===== src/uls_pkg.sv =====
// Purpose: Constants for the full-speed line-state detector
// Assumes: 250 MHz core clock, 12 Mb/s line rate
// Notes:   Times kept in their own units, cycle counts derived
package uls_pkg;

    localparam int unsigned CLK_HZ          = 250_000_000;
    localparam int unsigned BIT_RATE_HZ     = 12_000_000;
    localparam int unsigned OVERSAMPLE      = 4;
    // Sample enable period in core cycles (rounded down)
    localparam int unsigned SAMPLE_DIV      = CLK_HZ / (BIT_RATE_HZ * OVERSAMPLE);
    // Reset detection: 2.5 us least time
    localparam int unsigned RESET_TIME_NS   = 2500;
    // Counted in real sample periods, rounded up, so never under 2.5 us
    localparam int unsigned RESET_SAMPLES   =
        (RESET_TIME_NS * (CLK_HZ / 1_000_000) / SAMPLE_DIV + 999) / 1000;
    // Approximate one bit time: accept three of four samples
    localparam int unsigned EOP_MIN_SAMPLES = OVERSAMPLE - 1;
    localparam int unsigned J_MIN_SAMPLES   = OVERSAMPLE - 1;

    typedef enum logic [1:0] {
        ULS_SE0 = 2'h0,
        ULS_J   = 2'h1,
        ULS_K   = 2'h2,
        ULS_SE1 = 2'h3
    } uls_line_t;

    typedef enum {
        ULS_ST_IDLE,
        ULS_ST_PACKET,
        ULS_ST_SE0,
        ULS_ST_EOP_J
    } uls_state_t;

endpackage


===== src/uls_line_state_detector.sv =====
// Purpose: Decode idle, K, SE0, start/end of packet and bus reset on D+/D-
// Assumes: Raw pins asynchronous to core_clk_in; only the line pins are watched
// Notes:   Outputs are registered; sop and eop are one-cycle pulses, bus reset is a level held while SE0 lasts
//
// Contract
// RULE1: Flag start of packet on idle to K
// RULE2: End of packet is SE0 then J
// RULE3: Widths measured approximately in full-speed bits
// RULE4: SE0 for 2.5 us or longer is reset
// RULE5: D+ high, D- low decodes idle J
// RULE6: Bit durations derived from 12 Mb/s
// RULE7: Synchronise lines, sample at four per bit
`timescale 1ns/1ps
module uls_line_state_detector
    import uls_pkg::*;
#(
    parameter int unsigned RESET_COUNT = RESET_SAMPLES
) (
    // Clock and reset
    input  wire logic core_clk_in,
    input  wire logic rst_b_in,
    // Bus data lines
    input  wire logic dp_in,
    input  wire logic dm_in,
    // Line state
    output logic [1:0] line_state_out,
    output logic       idle_out,
    output logic       se0_out,
    // Events
    output logic       sop_out,
    output logic       eop_out,
    output logic       bus_reset_out
);

    localparam int CW = 16;
    localparam int DW = $clog2(SAMPLE_DIV + 1);

    typedef struct packed {
        logic [2:0]    dp_sync;
        logic [2:0]    dm_sync;
        logic [DW-1:0] div;
        logic          tick;
        uls_line_t     line;
        uls_state_t    st;
        logic [CW-1:0] cnt;
        logic [CW-1:0] se0_cnt;
        logic          in_reset;
        logic [1:0]    line_o;
        logic          idle_o;
        logic          se0_o;
        logic          sop;
        logic          eop;
        logic          rst_o;
    } uls_regs_t;

    uls_regs_t r_q;
    uls_regs_t r_d;
    uls_line_t samp;

    // ==================================================
    // Next state
    always_comb begin
        r_d     = r_q;
        r_d.sop = 1'b0;
        r_d.eop = 1'b0;
        // Three-stage synchroniser, stages two and three must agree
        r_d.dp_sync = {r_q.dp_sync[1:0], dp_in}; // [RULE7]
        r_d.dm_sync = {r_q.dm_sync[1:0], dm_in}; // [RULE7]
        // Four samples per bit time from the core clock
        r_d.tick = 1'b0;
        if (r_q.div == DW'(SAMPLE_DIV - 1)) begin // [RULE6] [RULE7]
            r_d.div  = '0;
            r_d.tick = 1'b1;
        end else begin
            r_d.div = r_q.div + DW'(1);
        end
        samp = r_q.line;
        if ((r_q.dp_sync[2] == r_q.dp_sync[1]) && (r_q.dm_sync[2] == r_q.dm_sync[1])) begin
            samp = uls_line_t'({r_q.dm_sync[2], r_q.dp_sync[2]}); // [RULE5]
        end
        if (r_q.tick) begin
            r_d.line = samp;
            // Reset: continuous SE0 count, held until SE0 ends
            if (samp == ULS_SE0) begin
                if (r_q.se0_cnt != CW'(RESET_COUNT)) begin
                    r_d.se0_cnt = r_q.se0_cnt + CW'(1);
                end
                if (r_q.se0_cnt == CW'(RESET_COUNT - 1)) begin // [RULE4]
                    r_d.in_reset = 1'b1;
                end
            end else begin
                r_d.se0_cnt  = '0;
                r_d.in_reset = 1'b0;
            end
            case (r_q.st)
                ULS_ST_IDLE: begin
                    if (samp == ULS_K && r_q.line == ULS_J) begin // [RULE1]
                        r_d.sop = 1'b1;
                        r_d.st  = ULS_ST_PACKET;
                    end
                end
                ULS_ST_PACKET: begin
                    if (samp == ULS_SE0) begin
                        r_d.st  = ULS_ST_SE0;
                        r_d.cnt = CW'(1);
                    end
                end
                ULS_ST_SE0: begin
                    if (samp == ULS_SE0) begin
                        r_d.cnt = r_q.cnt + CW'(1);
                    end else if (samp == ULS_J &&
                                 r_q.cnt >= CW'(EOP_MIN_SAMPLES)) begin // [RULE2] [RULE3]
                        r_d.st  = ULS_ST_EOP_J;
                        r_d.cnt = CW'(1);
                    end else begin
                        r_d.st = ULS_ST_PACKET;
                    end
                end
                ULS_ST_EOP_J: begin
                    if (samp == ULS_J) begin
                        r_d.cnt = r_q.cnt + CW'(1);
                        if (r_q.cnt == CW'(J_MIN_SAMPLES - 1)) begin // [RULE2] [RULE3]
                            r_d.eop = 1'b1;
                            r_d.st  = ULS_ST_IDLE;
                        end
                    end else begin
                        r_d.st = ULS_ST_PACKET;
                    end
                end
                default: r_d.st = ULS_ST_IDLE;
            endcase
            // Reset overrides any packet in progress
            if (r_d.in_reset) begin
                r_d.st = ULS_ST_IDLE;
            end
        end
        r_d.line_o = r_d.line;
        r_d.idle_o = (r_d.line == ULS_J); // [RULE5]
        r_d.se0_o  = (r_d.line == ULS_SE0);
        r_d.rst_o  = r_d.in_reset;
    end

    // ==================================================
    // State register
    always_ff @(posedge core_clk_in or negedge rst_b_in) begin
        if (!rst_b_in) begin
            r_q         <= '0;
            // Synchroniser starts at the idle J level, no false edge
            r_q.dp_sync <= '1;
            r_q.line    <= ULS_J;
            r_q.line_o  <= ULS_J;
            r_q.idle_o  <= 1'b1;
            r_q.st      <= ULS_ST_IDLE;
        end else begin
            r_q <= r_d;
        end
    end

    assign line_state_out = r_q.line_o;
    assign idle_out       = r_q.idle_o;
    assign se0_out        = r_q.se0_o;
    assign sop_out        = r_q.sop;
    assign eop_out        = r_q.eop;
    assign bus_reset_out  = r_q.rst_o;
endmodule


===== config.mk =====
export PLATFORM = sky130hd
export DESIGN_NAME = uls_line_state_detector
export DESIGN_NICKNAME = d
export VERILOG_FILES = /design/src/uls_pkg.sv /design/src/uls_line_state_detector.sv
export SDC_FILE = /design/constraint.sdc
export NUM_CORES = 1
export LEC_CHECK = 0
export BUFFER_PORTS_ARGS = -buffer_cell sky130_fd_sc_hd__buf_4
export CORE_MARGIN = 4
export CORE_UTILIZATION = 40
export CTS_BUF_LIST = sky130_fd_sc_hd__clkbuf_2
export CTS_CLUSTER_DIAMETER = 80
export CTS_CLUSTER_SIZE = 25
export DETAILED_ROUTE_END_ITERATION = 12
export PLACE_DENSITY = 0.56
export SLEW_MARGIN = 30
export SYNTH_ARGS = -nofsm -noshare
export SYNTH_HDL_FRONTEND = slang
export SYNTH_SLANG_ARGS = --single-unit

===== constraint.sdc =====
create_clock -name core_clk_in -period 7.07 [get_ports core_clk_in]
set_input_delay 0.707 -clock core_clk_in [delete_from_list [all_inputs] [get_ports core_clk_in]]
set_output_delay 0.707 -clock core_clk_in [all_outputs]
set_load 0.1 [all_outputs]

==> run metrics <==
P_leak=~1.2 nW; final hold vios=0; mux share of post-synthesis cell area=0.776%; GPL Wtd Cong=slightly below 0.9; Tot GR Track Use=roughly 14%; reg2reg setup slack=4130 ps; Setup Buffers After CTS=0; Worst Path Required=7440 ps; min-delay worst type=in -> async; outcome=complete, no violations; antenna cells=0; Total Power=~0.00048 W; top cell type by total area after synthesis=dfrtp_1; area taken by multi-input logic gates=0.00134 mm2; Crit Reg-Reg Endpoint=r_q[39]; cts bufs inserted=5; clock skew=roughly 21 ps; DR iter-0 viols=around 150; Reg area=0.00128 mm2; post-synth cell types=53; Post-route DRC=0; fill count=between 600 and 700; maximum clock rate=0.340 GHz; Seq cells post-synth=51; Reg clk slew, reported paths=260 ps; DR vias=~2.1k; Die Wd=90.8 um; top_reg_cell synth=dfrtp_1; total power divided by cell area=164 mW/mm2; 1st-pass router iterations=4; unrepaired setup endpoints after global routing=no; share of cells above drive strength 1=between 10 and 15%; Ports=11; Max IR drop VDD=roughly 0.067 mV; most common cell after layout, fill and taps aside=dfrtp_1; Synth Area in Simple Gates=23.9%; crit path DAT=3310 ps; CTS tree=built; Port Buffers=10; Worst R2R Path Depth=6; clk buf depth=2; main area contributors after synthesis=dfrtp_1 (42%), dfstp_2 (4.8%), nor2_1 (4.4%); Compound-Gate Fraction of Synth Area=16.1%; critical path class=reg -> reg; Post-CTS Hold Buffers=0; Worst-Skew Late Latency=430 ps; CP Launch Point=r_q[83]; Critical path destination=r_q[39]; maximum fanout along the worst path=25; Synth warnings=0; core footprint=0.00649 mm2; xor and xnor fraction of the mapped netlist area=under 10%; Syn Std Cell Area=0.00274 mm2; Worst Tran Pin Value=around 720 ps; vias per cell=approximately 5.7; Synth top area share=42.0%; minimum clock period=2940 ps; setup TNS=0 ps; HPWL after detailed placement=3690 um; antenna violations before repair=0; Mapped Nets=300; first-pass GRT wire length=9420 um; Worst setup SP type=flop; Routed WL=~5500 um; number of global-route vias before repair=2014; Final Setup Violations=0; clock sinks=a little over 50; period utilisation layout=41.6%; Async S/R FF share, synth=100%; largest family of logic cells by synthesized area=simple AND/OR/NAND/NOR gates; wire length per cell=14.7 um; Slew Limit Fails=0; Synth Area in Adders=3.20%; max_cap viols=0; Root Driver=clkbuf_2; Die Ht=90.8 um; synth-to-layout area growth=6.85%; sequential share of the synthesized area=46.8%; # rows=29; die area=0.00824 mm2; most frequent cells in the layout=dfrtp_1 (46), nor2_1 (32), nand2_1 (19); post_cts resized=0; Starting Density=42.2%; number of flops mapped to enable cells by yosys=0; grt ovf=0; pin count of the biggest net entering global routing=52; Relative slew margins=51.7%; Synth Area per Inst=~9.5 um2; antenna-violating nets left=0; worst r2r src=r_q[83]; Clock H-tree levels=2; crit end category=flop; NumNets Final=307; Cells after Synth=between 200 and 300
[worst max-delay path, stage by stage, from the launching register on]
cell and delay (ps):
dfstp_2 630, xnor2_1 190, a211oi_2 440, nor3_1 140, a2111o_1 740, or4_1 600
a21oi_1 140
[report_power, final]
group          leakage, nW  switching, W  internal, W
combinational        0.517     0.0000153   0.00000681
clock               0.0432     0.0000913    0.0000629
sequential           0.671    0.00000568     0.000297
total                 1.23      0.000112     0.000367
[registers in the layout (all words and copies together) (netlist names)]
signal,count
line_state_out,2
eop_out,1
se0_out,1
r_q,40
sop_out,1
r_d,4
bus_reset_out,1
idle_out,1
[kinds of logic after synthesis]
kind of cell | count (synthesis)
xor gates and xnor gates | 15
and+or+nand+nor | 126
AOI/OAI and AO/OA | 61
adders and majority gates | 7
muxes | 2
buffers and inverters | 27
DFF | 51
[final cells by class]
type | instances | area share [%]
Multi-Input combinational cell | 211 | 45.8
Inverter | 16 | 2.05
Clock inverter | 1 | 1.03
Tap cell | 77 | 3.29
Timing Repair Buffer | 11 | 2.82
Sequential cell | 51 | 43.8
Clock buffer | 7 | 1.20
[metal layers]
layer  global-route usage (%)  vias to the layer above  part of all wire [%]
li1                         -                     1064                     -
met1                     19.0                     1000                    51
met2                     21.6                       46                    45
met3                     3.00                        7                   3.5
met4                     4.97                        0                   1.0
met5                        0                        -                     0
[stage by stage]
stage               area, um2  setup slack (ps)  util (%)  hold WS [ps]  instances
floorplan                2740              4620         -           331        289
global placement         2860              4270      44.0           334        366
detailed placement       2860              4190      44.0           335        366
CTS                      2920              4140      45.0           250        374
global route             2930              3930      45.1           247        374
finish                   2930              4130      45.1           265        374
[Yosys cell counts (5+ instances only)]
cell / number
a21oi_1: 14
a31oi_1: 6
clkbuf_1: 7
dfrtp_1: 46
dfstp_2: 5
ha_1: 7
inv_1: 16
nand2_1: 19
nand3_1: 15
nand4_1: 12
nor2_1: 32
nor3_1: 10
nor4_1: 5
o21ai_0: 5
o21ai_1: 5
o31ai_1: 10
or3_1: 8
or4_1: 8
xnor2_1: 7
xor2_1: 8
[worst min-delay path by stage]
stage	slack (ps)	end	depth (start not counted)	start
3_3_place_gp	330	r_d[80]	0	r_d[79]
3_5_place_dp	330	r_d[80]	0	r_d[79]
5_1_grt	250	r_q[16]	1	rst_b_in
4_1_cts	250	r_q[34]	1	rst_b_in
2_1_floorplan	330	r_d[80]	0	r_d[79]
6_report	260	r_q[18]	1	rst_b_in
(Power assumes the default switching activity.)
